### config.mk
export PLATFORM = sky130hd
export DESIGN_NAME = option_byte_supply_reset_cfg
export DESIGN_NICKNAME = d
export VERILOG_FILES = /design/src/hw/opt_cfg_pkg.sv /design/src/hw/option_byte_supply_reset_cfg.sv
export SDC_FILE = /design/constraint.sdc
export NUM_CORES = 1
export LEC_CHECK = 0
export ABC_AREA = 1
export BUFFER_PORTS_ARGS = -buffer_cell sky130_fd_sc_hd__clkbuf_2
export CAP_MARGIN = 20
export CORE_MARGIN = 5
export CORE_UTILIZATION = 44
export DETAILED_ROUTE_END_ITERATION = 6
export PLACE_DENSITY = 0.69
export RECOVER_POWER = 25
export SETUP_SLACK_MARGIN = 0.4
export SYNTH_ARGS = -nofsm -noshare
export SYNTH_HDL_FRONTEND = slang
export SYNTH_SLANG_ARGS = --single-unit
### constraint.sdc
create_clock -name mclk -period 6.3 [get_ports mclk]
set_clock_uncertainty 0.2 [all_clocks]
set_input_delay 0.63 -clock mclk [delete_from_list [all_inputs] [get_ports mclk]]
set_output_delay 0.63 -clock mclk [all_outputs]
set_load 0.01 [all_outputs]
### src/hw/opt_cfg_pkg.sv
/*
 Constants, register map, state codes and field layout for the option byte
 loader and supply-monitor reset sequencer.
 Assumes a 100 MHz mclk and an APB register port with 32-bit data.
*/
package opt_cfg_pkg;

   // Option area in storage and its byte indices
   localparam logic [19:0] OPT_BASE_ADDR = 20'h0_00c0;
   localparam logic [1:0] OPT_WDT = 2'h0;
   localparam logic [1:0] OPT_SUP = 2'h1;
   localparam logic [1:0] OPT_OSC = 2'h2;
   localparam logic [1:0] OPT_DBG = 2'h3;
   localparam logic [7:0] OPT_ERASED = 8'hff;

   // Field positions
   localparam int WDT_EN_BIT = 4;
   localparam int WDT_TIME_LSB = 1;
   localparam int WDT_STBY_BIT = 0;
   localparam int TH_LSB = 2;
   localparam int PIN_SEL_BIT = 4;
   localparam int OSC_LSB = 0;
   localparam int DBG_EN_BIT = 7;

   // Bits that must be programmed to fixed values
   localparam logic [7:0] WDT_FIX_MASK = 8'he0;
   localparam logic [7:0] SUP_FIX_MASK = 8'he3;
   localparam logic [7:0] OSC_FIX_MASK = 8'hf8;
   localparam logic [7:0] DBG_PAT_MASK = 8'h7f;
   localparam logic [7:0] DBG_PAT = 8'h05;

   // Oscillator codes: 20, 10, 5, 2.5, 1.25 MHz
   localparam logic [2:0] OSC_CODE_MIN = 3'h1;
   localparam logic [2:0] OSC_CODE_MAX = 3'h5;

   // APB map: register index, byte address is four times it
   localparam int APB_AW = 12;
   localparam logic [7:0] IDX_WDT_OPT = 8'hc0;
   localparam logic [7:0] IDX_SUP_OPT = 8'hc1;
   localparam logic [7:0] IDX_OSC_OPT = 8'hc2;
   localparam logic [7:0] IDX_DBG_OPT = 8'hc3;
   localparam logic [7:0] IDX_RESET_SRC = 8'hc4;
   localparam logic [7:0] IDX_EVT_STAT = 8'hc5;
   localparam logic [7:0] IDX_EVT_MASK = 8'hc6;
   localparam logic [7:0] IDX_WDT_CTRL = 8'hc7;

   // Reset source register layout
   localparam int RS_TRAP = 7;
   localparam int RS_WDT = 4;
   localparam int RS_SUPPLY = 0;

   // Event status and mask layout
   localparam int EV_W = 3;
   localparam int EV_WDT_INTERVAL = 0;
   localparam int EV_LOAD_DONE = 1;
   localparam int EV_BAD_OPTION = 2;
   localparam logic [EV_W-1:0] EV_MASK_RESET = 3'h0;

   localparam int CTRL_IRQ_MASK_BIT = 0;
   localparam logic CTRL_IRQ_MASK_RESET = 1'b0;

   // Oscillator accuracy wait after supply release
   localparam int CLK_NS = 10;
   localparam int OSC_STAB_NS = 10000;
   localparam int STAB_CYC = (OSC_STAB_NS + CLK_NS - 1) / CLK_NS;
   localparam int CNT_W = 12;
   localparam logic [CNT_W-1:0] STAB_LAST = CNT_W'(STAB_CYC - 1);

   typedef enum logic [3:0] {
      ST_HOLD  = 4'b0001,
      ST_FETCH = 4'b0010,
      ST_STAB  = 4'b0100,
      ST_RUN   = 4'b1000
   } seq_state_t;

   // Watchdog exponent per time-select code
   function automatic logic [4:0] wdtExp(input logic [2:0] code);
      logic [4:0] e;
      e = 5'h06;
      case (code)
         3'h0: e = 5'h06;
         3'h1: e = 5'h07;
         3'h2: e = 5'h08;
         3'h3: e = 5'h09;
         3'h4: e = 5'h0b;
         3'h5: e = 5'h0d;
         3'h6: e = 5'h0e;
         3'h7: e = 5'h10;
         default: e = 5'h06;
      endcase
      return e;
   endfunction

endpackage

### src/hw/option_byte_supply_reset_cfg.sv
/*
 Option byte loader and supply-monitor reset sequencer with APB registers.
 Assumes option storage answers a one-cycle read request with a data valid
 pulse, comparators and retention detector are asynchronous levels, and
 pin, trap and watchdog reset events are one-cycle pulses on mclk.
*/
// What this block does
// - Each rst or supply-monitor reset fetches option bytes C0 to C3 and applies them
// - Hold internal reset from power-on until rising comparator reports ok
// - Falling comparator below threshold while running reasserts reset
// - A supply-monitor reset sets bit 0 of the reset source register
// - Reset source flags survive rst and supply resets; lost on read, pin reset or retention loss
// - Threshold field bits 3:2 of byte C1 picks rise/fall pair
// - Reset pin select bit: 0 port and key input, 1 reset with pull-up
// - Watchdog enable bit starts or leaves stopped the counter after reset
// - Watchdog time code selects exponent; overflow and 0.75 interval
// - Standby bit 0 stops watchdog in halt and stop, 1 keeps counting
// - Interval interrupt fires each interval unless the mask bit is set
// - Debug byte bit 7 enables debug; bits 6:0 hold 0000101
// - Failed debug authentication never erases flash
// - Release waits for oscillator accuracy after supply release
// - Reading reset source, pin reset or retention loss clears flags
`timescale 1ns/100ps
module option_byte_supply_reset_cfg (
   input wire logic mclk,
   input wire logic rst,
   input wire logic [opt_cfg_pkg::APB_AW-1:0] paddr,
   input wire logic psel,
   input wire logic penable,
   input wire logic pwrite,
   input wire logic [31:0] pwdata,
   output logic [31:0] prdata,
   output logic pready,
   output logic pslverr,
   output logic irq,
   output logic optRdEn,
   output logic [19:0] optAddr,
   input wire logic [7:0] optRdData,
   input wire logic optRdValid,
   input wire logic supplyAboveRise,
   input wire logic supplyBelowFall,
   input wire logic retentionLost,
   input wire logic extPinReset,
   input wire logic trapReset,
   input wire logic wdtOverflowReset,
   input wire logic inStandby,
   input wire logic [15:0] wdtCount,
   output logic internalReset,
   output logic wdtEnable,
   output logic wdtStandbyRun,
   output logic wdtCountRun,
   output logic [15:0] wdtOverflowCount,
   output logic wdtIntervalIrq,
   output logic [1:0] thresholdSel,
   output logic resetPinIsReset,
   output logic resetPullupEn,
   output logic portKeyEnable,
   output logic [2:0] oscFreqSel,
   output logic oscSelValid,
   output logic debugEnable,
   output logic debugEraseOnAuthFail
);
   import opt_cfg_pkg::*;

   // Three-stage input filters for asynchronous levels
   localparam int NSYNC = 3;
   logic [NSYNC-1:0] asyncIn;
   logic [NSYNC-1:0] syncA, syncB, syncC, filt, next_filt;
   logic riseOk, fallLow, retLost;
   assign asyncIn = {retentionLost, supplyBelowFall, supplyAboveRise};

   genvar g;
   generate
      for (g = 0; g < NSYNC; g++) begin : gFilt
         always_comb begin
            next_filt[g] = (syncB[g] == syncC[g]) ? syncC[g] : filt[g];
         end
      end
   endgenerate

   always_ff @(posedge mclk) begin
      if (rst) begin
         syncA <= '0;
         syncB <= '0;
         syncC <= '0;
         filt <= '0;
      end else begin
         syncA <= asyncIn;
         syncB <= syncA;
         syncC <= syncB;
         filt <= next_filt;
      end
   end
   assign riseOk = filt[0];
   assign fallLow = filt[1];
   assign retLost = filt[2];

   // Reset sequencer and option latch
   seq_state_t state, next_state;
   logic [1:0] idx, next_idx;
   logic pending, next_pending;
   logic [CNT_W-1:0] cnt, next_cnt;
   logic [7:0] opt [4];
   logic [7:0] next_opt [4];
   logic next_optRdEn, next_internalReset;
   logic [4:0] expReg, next_expReg;
   logic [15:0] intervalCount, next_intervalCount;
   logic [15:0] next_wdtOverflowCount;
   logic [16:0] powN;
   logic sporEvent, loadDone, badOption;

   always_comb begin
      next_state = state;
      next_idx = idx;
      next_pending = pending;
      next_cnt = cnt;
      next_opt = opt;
      next_optRdEn = 1'b0;
      next_expReg = expReg;
      next_intervalCount = intervalCount;
      next_wdtOverflowCount = wdtOverflowCount;
      sporEvent = 1'b0;
      loadDone = 1'b0;
      powN = 17'h0_0001 << expReg;
      unique case (state)
         ST_HOLD: begin
            if (riseOk && !fallLow) begin
               next_state = ST_FETCH;
               next_idx = OPT_WDT;
               next_pending = 1'b0;
            end
         end
         ST_FETCH: begin
            if (!pending) begin
               next_optRdEn = 1'b1;
               next_pending = 1'b1;
            end else if (optRdValid) begin
               next_opt[idx] = optRdData;
               next_pending = 1'b0;
               if (idx == OPT_DBG) begin
                  next_state = ST_STAB;
                  next_cnt = '0;
                  next_expReg = wdtExp(opt[OPT_WDT][WDT_TIME_LSB +: 3]);
               end else begin
                  next_idx = idx + 2'h1;
               end
            end
         end
         ST_STAB: begin
            // Exponent is latched; derive the two watchdog counts
            next_wdtOverflowCount = 16'(powN - 17'h0_0001);
            next_intervalCount = 16'((powN >> 1) + (powN >> 2));
            next_cnt = cnt + CNT_W'(1);
            if (cnt == STAB_LAST) begin
               next_state = ST_RUN;
               loadDone = 1'b1;
            end
         end
         ST_RUN: begin
         end
      endcase
      if (fallLow && state != ST_HOLD) begin
         next_state = ST_HOLD;
         next_pending = 1'b0;
         sporEvent = 1'b1;
      end
      next_internalReset = (next_state != ST_RUN);
   end

   always_ff @(posedge mclk) begin
      if (rst) begin
         state <= ST_HOLD;
         idx <= OPT_WDT;
         pending <= 1'b0;
         cnt <= '0;
         for (int i = 0; i < 4; i++) begin
            opt[i] <= OPT_ERASED;
         end
         optRdEn <= 1'b0;
         internalReset <= 1'b1;
         expReg <= 5'h06;
         intervalCount <= 16'h0000;
         wdtOverflowCount <= 16'h0000;
      end else begin
         state <= next_state;
         idx <= next_idx;
         pending <= next_pending;
         cnt <= next_cnt;
         opt <= next_opt;
         optRdEn <= next_optRdEn;
         internalReset <= next_internalReset;
         expReg <= next_expReg;
         intervalCount <= next_intervalCount;
         wdtOverflowCount <= next_wdtOverflowCount;
      end
   end
   assign optAddr = OPT_BASE_ADDR + 20'(idx);

   // Decoded fields straight from the latched bytes
   assign wdtEnable = opt[OPT_WDT][WDT_EN_BIT];
   assign wdtStandbyRun = opt[OPT_WDT][WDT_STBY_BIT];
   assign wdtCountRun = !internalReset && wdtEnable
      && (!inStandby || wdtStandbyRun);
   assign thresholdSel = opt[OPT_SUP][TH_LSB +: 2];
   assign resetPinIsReset = opt[OPT_SUP][PIN_SEL_BIT];
   assign resetPullupEn = opt[OPT_SUP][PIN_SEL_BIT];
   assign portKeyEnable = !opt[OPT_SUP][PIN_SEL_BIT];
   assign oscFreqSel = opt[OPT_OSC][OSC_LSB +: 3];
   assign oscSelValid = (oscFreqSel >= OSC_CODE_MIN)
      && (oscFreqSel <= OSC_CODE_MAX);
   assign debugEnable = opt[OPT_DBG][DBG_EN_BIT];
   assign debugEraseOnAuthFail = 1'b0;

   // Barred combinations and unprogrammed fixed bits
   assign badOption = (!wdtEnable && wdtStandbyRun)
      || ((opt[OPT_WDT] & WDT_FIX_MASK) != WDT_FIX_MASK)
      || ((opt[OPT_SUP] & SUP_FIX_MASK) != SUP_FIX_MASK)
      || ((opt[OPT_OSC] & OSC_FIX_MASK) != OSC_FIX_MASK)
      || ((opt[OPT_DBG] & DBG_PAT_MASK) != DBG_PAT)
      || !oscSelValid;

   // APB decode
   function automatic logic [8:0] decodeIdx(
      input logic [APB_AW-1:0] a);
      logic hit;
      hit = (a[1:0] == 2'h0) && (a[APB_AW-1:10] == 2'h0)
         && (a[9:2] >= IDX_WDT_OPT) && (a[9:2] <= IDX_WDT_CTRL);
      return {hit, a[9:2]};
   endfunction

   logic [8:0] dec;
   logic setupPh, accessPh, rdDone, wrDone, badAccess;
   logic rdResetSrc, rdEvtStat;
   assign dec = decodeIdx(paddr);
   assign setupPh = psel && !penable;
   assign accessPh = psel && penable;
   assign badAccess = !dec[8] || (pwrite && dec[7:0] != IDX_EVT_MASK
      && dec[7:0] != IDX_WDT_CTRL);
   assign pready = 1'b1;
   assign pslverr = accessPh && badAccess;
   assign rdDone = accessPh && !pwrite && dec[8];
   assign wrDone = accessPh && pwrite && !badAccess;
   assign rdResetSrc = rdDone && dec[7:0] == IDX_RESET_SRC;
   assign rdEvtStat = rdDone && dec[7:0] == IDX_EVT_STAT;

   // Reset source flags: no rst, so they ride through rst and supply resets
   logic flagTrap, flagWdt, flagSupply;
   logic next_flagTrap, next_flagWdt, next_flagSupply;
   logic flagClear;
   always_comb begin
      flagClear = rdResetSrc || extPinReset || retLost;
      next_flagTrap = (flagTrap && !flagClear) || trapReset;
      next_flagWdt = (flagWdt && !flagClear) || wdtOverflowReset;
      next_flagSupply = (flagSupply && !flagClear) || sporEvent;
   end
   always_ff @(posedge mclk) begin
      flagTrap <= next_flagTrap;
      flagWdt <= next_flagWdt;
      flagSupply <= next_flagSupply;
   end

   // Registers, events and interrupt
   logic [EV_W-1:0] evtStat, next_evtStat, evtMask, next_evtMask, evtSet;
   logic irqMask, next_irqMask, intervalHit, next_wdtIntervalIrq;
   logic [31:0] next_prdata;
   always_comb begin
      intervalHit = wdtCountRun && (wdtCount == intervalCount);
      next_wdtIntervalIrq = intervalHit && !irqMask;
      evtSet = '0;
      evtSet[EV_WDT_INTERVAL] = next_wdtIntervalIrq;
      evtSet[EV_LOAD_DONE] = loadDone;
      evtSet[EV_BAD_OPTION] = loadDone && badOption;
      next_evtStat = (rdEvtStat ? '0 : evtStat) | evtSet;
      next_evtMask = evtMask;
      next_irqMask = irqMask;
      if (wrDone && dec[7:0] == IDX_EVT_MASK) begin
         next_evtMask = pwdata[EV_W-1:0];
      end
      if (wrDone && dec[7:0] == IDX_WDT_CTRL) begin
         next_irqMask = pwdata[CTRL_IRQ_MASK_BIT];
      end
      next_prdata = prdata;
      if (setupPh && !dec[8]) begin
         next_prdata = 32'h0000_0000;
      end else if (setupPh) begin
         next_prdata = 32'h0000_0000;
         case (dec[7:0])
            IDX_WDT_OPT: next_prdata[7:0] = opt[OPT_WDT];
            IDX_SUP_OPT: next_prdata[7:0] = opt[OPT_SUP];
            IDX_OSC_OPT: next_prdata[7:0] = opt[OPT_OSC];
            IDX_DBG_OPT: next_prdata[7:0] = opt[OPT_DBG];
            IDX_RESET_SRC: begin
               next_prdata[RS_TRAP] = flagTrap;
               next_prdata[RS_WDT] = flagWdt;
               next_prdata[RS_SUPPLY] = flagSupply;
            end
            IDX_EVT_STAT: next_prdata[EV_W-1:0] = evtStat;
            IDX_EVT_MASK: next_prdata[EV_W-1:0] = evtMask;
            IDX_WDT_CTRL: next_prdata[CTRL_IRQ_MASK_BIT] = irqMask;
            default: next_prdata = 32'h0000_0000;
         endcase
      end
   end

   always_ff @(posedge mclk) begin
      if (rst) begin
         evtStat <= '0;
         evtMask <= EV_MASK_RESET;
         irqMask <= CTRL_IRQ_MASK_RESET;
         wdtIntervalIrq <= 1'b0;
         prdata <= 32'h0000_0000;
         irq <= 1'b0;
      end else begin
         evtStat <= next_evtStat;
         evtMask <= next_evtMask;
         irqMask <= next_irqMask;
         wdtIntervalIrq <= next_wdtIntervalIrq;
         prdata <= next_prdata;
         irq <= |(next_evtStat & next_evtMask);
      end
   end

   // Checks
   a_fetch_first_byte: assert property (@(posedge mclk) disable iff (rst)
      (state == ST_HOLD && next_state == ST_FETCH)
      |=> ##1 (optRdEn && optAddr == OPT_BASE_ADDR))
      else $error("option fetch did not start at first byte");

   a_hold_until_rise: assert property (@(posedge mclk) disable iff (rst)
      (!riseOk && state == ST_HOLD) |=> internalReset)
      else $error("internal reset released before rise threshold");

   a_fall_resets: assert property (@(posedge mclk) disable iff (rst)
      (state == ST_RUN && fallLow) |=> (internalReset && flagSupply))
      else $error("falling supply did not reset and flag");

   a_supply_flag_set: assert property (@(posedge mclk) disable iff (rst)
      sporEvent |=> flagSupply)
      else $error("supply reset flag not set");

   a_flags_survive: assert property (@(posedge mclk) disable iff (rst)
      ($fell(rst) && !$past(flagClear) && !$past(trapReset)
       && !$past(wdtOverflowReset) && !$past(sporEvent))
      |-> ({flagTrap, flagWdt, flagSupply}
           == $past({flagTrap, flagWdt, flagSupply})))
      else $error("reset source flags lost across reset");

   a_standby_stop: assert property (@(posedge mclk) disable iff (rst)
      (inStandby && !wdtStandbyRun) || !wdtEnable |-> !wdtCountRun)
      else $error("watchdog runs while it must be stopped");

   a_interval_irq: assert property (@(posedge mclk) disable iff (rst)
      (wdtCountRun && wdtCount == intervalCount && !irqMask)
      |=> (wdtIntervalIrq && evtStat[EV_WDT_INTERVAL]))
      else $error("interval interrupt missed");

   a_stab_wait: assert property (@(posedge mclk) disable iff (rst)
      $fell(internalReset) |-> ($past(state) == ST_STAB
      && $past(cnt) == STAB_LAST))
      else $error("release before oscillator wait ended");

   a_read_clears: assert property (@(posedge mclk) disable iff (rst)
      (rdResetSrc && !trapReset && !wdtOverflowReset && !sporEvent)
      |=> !(flagTrap || flagWdt || flagSupply))
      else $error("reset source read did not clear flags");

   a_fields_stable: assert property (@(posedge mclk) disable iff (rst)
      (state == ST_RUN && $past(state) == ST_RUN)
      |-> ($stable(opt[OPT_WDT]) && $stable(opt[OPT_SUP])
           && $stable(opt[OPT_OSC]) && $stable(opt[OPT_DBG])))
      else $error("option fields changed while running");

   a_no_erase: assert property (@(posedge mclk) disable iff (rst)
      debugEnable |-> !debugEraseOnAuthFail)
      else $error("erase requested on debug authentication failure");

endmodule

==> metrics <==
TNS Setup=0 ns; RSZ-0062 raised after global routing=no; Mapped Cells=1,138; R2R Path Start=expReg[4]; RD Place Congestion=0.9000; WS Path Type=in -> reg; Filler cells=1,756; Placed Instances=1,428; Mapped Area=between 7000 and 8000 sq um; core area=17,120 sq um; fraction of the mapped netlist area in adder cells=7.191%; GRT overflow=0; Register-to-Register Path Depth=14; complex-gate fraction of the synthesized area=12.22%; delay-heaviest family, CP=buffers and inverters; largest cells by area after synthesis=dfxtp_1 (32%), nand2_1 (13%), inv_1 (7.9%); DRT Wirelength=18,990 microns; Synth Area in XOR/XNOR=2.425%; Slew @ Worst Pin=2.735 ns; CP Capture Type=flip-flop; Nets=1,346; Cell Pwr Density=around 220 nW/um^2; area delta synth->final=13.15%; Worst Hold Path Cells=3; PostCTS Resize Cnt=0; Row Count=48; Seq pwr share=approximately two fifths; vias in the first global route=approximately 6.4k; slowest cell delay on critical path=1.93 ns; Synth Area in Simple Gates=30.68%; I/O Pins=169; antenna violations before repair=0; Post-CTS Setup Bufs=0; Design Area, Final=8583 sq um; Worst EP arrival=roughly 3.8 ns; Critical Path Start Type=primary input; Register Area=between 2000 and 2500 sq um; Switching Share=roughly 22%; worst path cell trace=clkbuf_1, clkbuf_1, inv_1, buf_4, nand3_1, nor2_1, nand2_1, nor2_1, nand3_1, nand2_1, nand2_1, nand3_1; I/O Buffers=95; min-delay worst type=in -> reg; CTS sink count=122; fin crit period=3.746 ns; drt drc=0; NetSw=417.4 uW; First-pass DRT Iterations=5; internal reg-to-reg setup slack=3.38 ns; Clk pwr share=a little over half; fmax=267.0 MHz; Die Area=~20,000 sq um; fin crit share=around 59%; combinational share of power=4.1%; worst setup margin=2.554 ns; Initial Util=around 44%; DR vias=7,068; synthesized flop and latch total=122; Hold EP=syncA[2]; Setup violations, final=0; initial drt markers=about 420; status=finished with violations; Async S/R FF share, synth=0%; Final HPWL DP=14,390 microns; Die Wd=about 140 microns; final hold vios=0; DR WL/cell=13.02 microns; first-pass GRT wire length=about 31,000 microns; VDD IR max=0.0001796 V; syn_area_per_cell=6.666 sq um; Setup WS pre-CTS=3.437 ns; worst path bufs/invs=4; Placement Cell Area=8016 sq um; CTS clk-pin slew, worst paths=0.06 ns; R2R Path End=intervalCount[15]; Die Ht=approximately 140 microns; layout cell share with drive strength beyond 1=11.59%; Internal Dissipation=around 1.4 mW; cts hold-fix bufs=0; later-pin clock latency in the skew report=0.42 ns; post-synth top area share=between 30 and 40%; diode count=0; H-tree levels=4; largest area contributor in the netlist=dfxtp_1; max_cap viols=1; Root Buffer=clkbuf_16; Static Leak=4.272 nW; CTS tree=done; Hold Startpoint=retentionLost; multi-input gate area in the final layout=4146 sq um; number of synthesized flops with an enable pin=0; pin count of the biggest net entering global routing=57; Final Non-Filler Cells=1,459; GR Util All Layers=18.79%; Num CTS Buffers=17; CP max FO=56; Primary FF master, synth=dfxtp_1; Final ANT Viol Nets=0; CTS Buffer Depth=2; failing checks=max-capacitance violations, max-slew violations; mux contribution to synthesized area=0%; main combinational cell family by area after synthesis=simple AND/OR/NAND/NOR gates; sequential share of the synthesized area=32.20%; Yosys cell types=between 50 and 60; fin. max-slew vios=57; Warnings, synthesis=0; routed vias/inst=roughly 4.8; Crit path required time=6.39 ns; CP max-delay cell=clkbuf_1; slew margin rel.=-82.33%
## worst max-delay path by stage
| stage | start | cells after the start | endpoint | slack [ns] |
|---|---|---|---|---|
| 2_1_floorplan | expReg[1] | 17 | intervalCount[14] | 3.79 |
| 3_3_place_gp | expReg[4] | 14 | intervalCount[15] | 3.48 |
| 3_5_place_dp | expReg[4] | 14 | intervalCount[15] | 3.44 |
| 4_1_cts | expReg[4] | 14 | intervalCount[15] | 3.42 |
| 5_1_grt | rst | 12 | irq | 2.20 |
| 6_report | rst | 12 | irq | 2.55 |
## sequential cells by signal, summed over array words and instances, names as in the netlist, 2 cells and up
register,cells
cnt,12
evtMask,3
evtStat,3
expReg,5
filt,3
idx,2
intervalCount,16
opt,23
oscFreqSel,3
prdata,8
state,4
syncA,3
syncB,3
syncC,3
thresholdSel,2
wdtOverflowCount,16
## routing by layer
layer	GRT usage (%)	wire length [microns]	part of all wire [%]	up-vias
li1	-	-	-	3687
met1	25.33	8851	47	3142
met2	30.07	8586	45	218
met3	4.617	1260	6.6	21
met4	5.150	296	1.6	0
met5	0	0	0	-
## metrics by stage
step	hold WS (ns)	utilization [%]	total power, mW
after global placement	0.1910	46.83	0.8716
after detailed placement	0.1950	46.83	0.8719
final	0.1960	50.15	1.859
after CTS	0.1865	50.35	1.879
after floorplan	0.1883	-	0.8597
after global routing	0.2026	50.15	1.924
## cells in the mapped netlist (4+ instances only)
| master | instances |
|---|---|
| o211ai_1 | 15 |
| nor2_2 | 9 |
| clkbuf_1 | 11 |
| inv_2 | 14 |
| buf_2 | 6 |
| dfxtp_1 | 122 |
| xnor2_1 | 4 |
| o22ai_1 | 4 |
| nand4_1 | 17 |
| xor2_1 | 17 |
| o21ai_1 | 5 |
| nor2_4 | 5 |
| nand2_1 | 269 |
| buf_4 | 53 |
| a211oi_1 | 6 |
| nand3_1 | 80 |
| nor2_1 | 134 |
| inv_1 | 159 |
| nor3_1 | 14 |
| a21oi_1 | 59 |
| ha_1 | 42 |
| o21ai_0 | 54 |
## layout by cell type, fill, tap and decap left out, types with 26 or more instances in the layout
cell / netlist / routed
a21oi_1: 59 / 59
clkbuf_1: 11 / 26
clkbuf_2: 0 / 72
conb_1: 2 / 44
dfxtp_1: 122 / 122
ha_1: 42 / 42
inv_1: 159 / 159
nand2_1: 269 / 269
nand3_1: 80 / 80
nor2_1: 134 / 135
o21ai_0: 54 / 54
## final cells by class
cell class,instances,share of cell area [%]
inverters,174,7.609
repair buffers,97,5.335
clock inverters,10,1.647
clock buffers,21,5.364
flip-flops and latches,122,28.45
well taps,225,3.280
multi-input cells,810,48.31
## worst register-to-register path, cell delays in order (launching register included)
cell and delay (ns):
dfxtp_1 0.33, nor2_1 0.22, inv_2 0.12, nor2_1 0.31, inv_1 0.16, ha_1 0.41
nand2_1 0.10, o21ai_1 0.25, nand2_1 0.12, nand2_1 0.12, nand3_1 0.10, nand3_1 0.09
nand3_1 0.13, nand2_1 0.11, inv_1 0.04
## kinds of logic (layout without fill, tap and decap cells)
group | after synthesis | count (layout)
buffers and inverters | 248 | 302
adders and majority gates | 43 | 43
and+or+nand+nor | 541 | 541
DFF | 122 | 122
xor gates and xnor gates | 21 | 21
AOI/OAI and AO/OA | 161 | 161
other | 2 | 44
## power groups by stage
stage	sequential, mW	clock, mW	combinational, mW
2_1_floorplan	0.795	0	0.0643
3_3_place_gp	0.795	0	0.0766
3_5_place_dp	0.795	0	0.0768
4_1_cts	0.778	1.02	0.0771
5_1_grt	0.778	1.06	0.0866
6_report	0.778	1.00	0.0771
No activity file was read; power rests on OpenSTA's default activity.
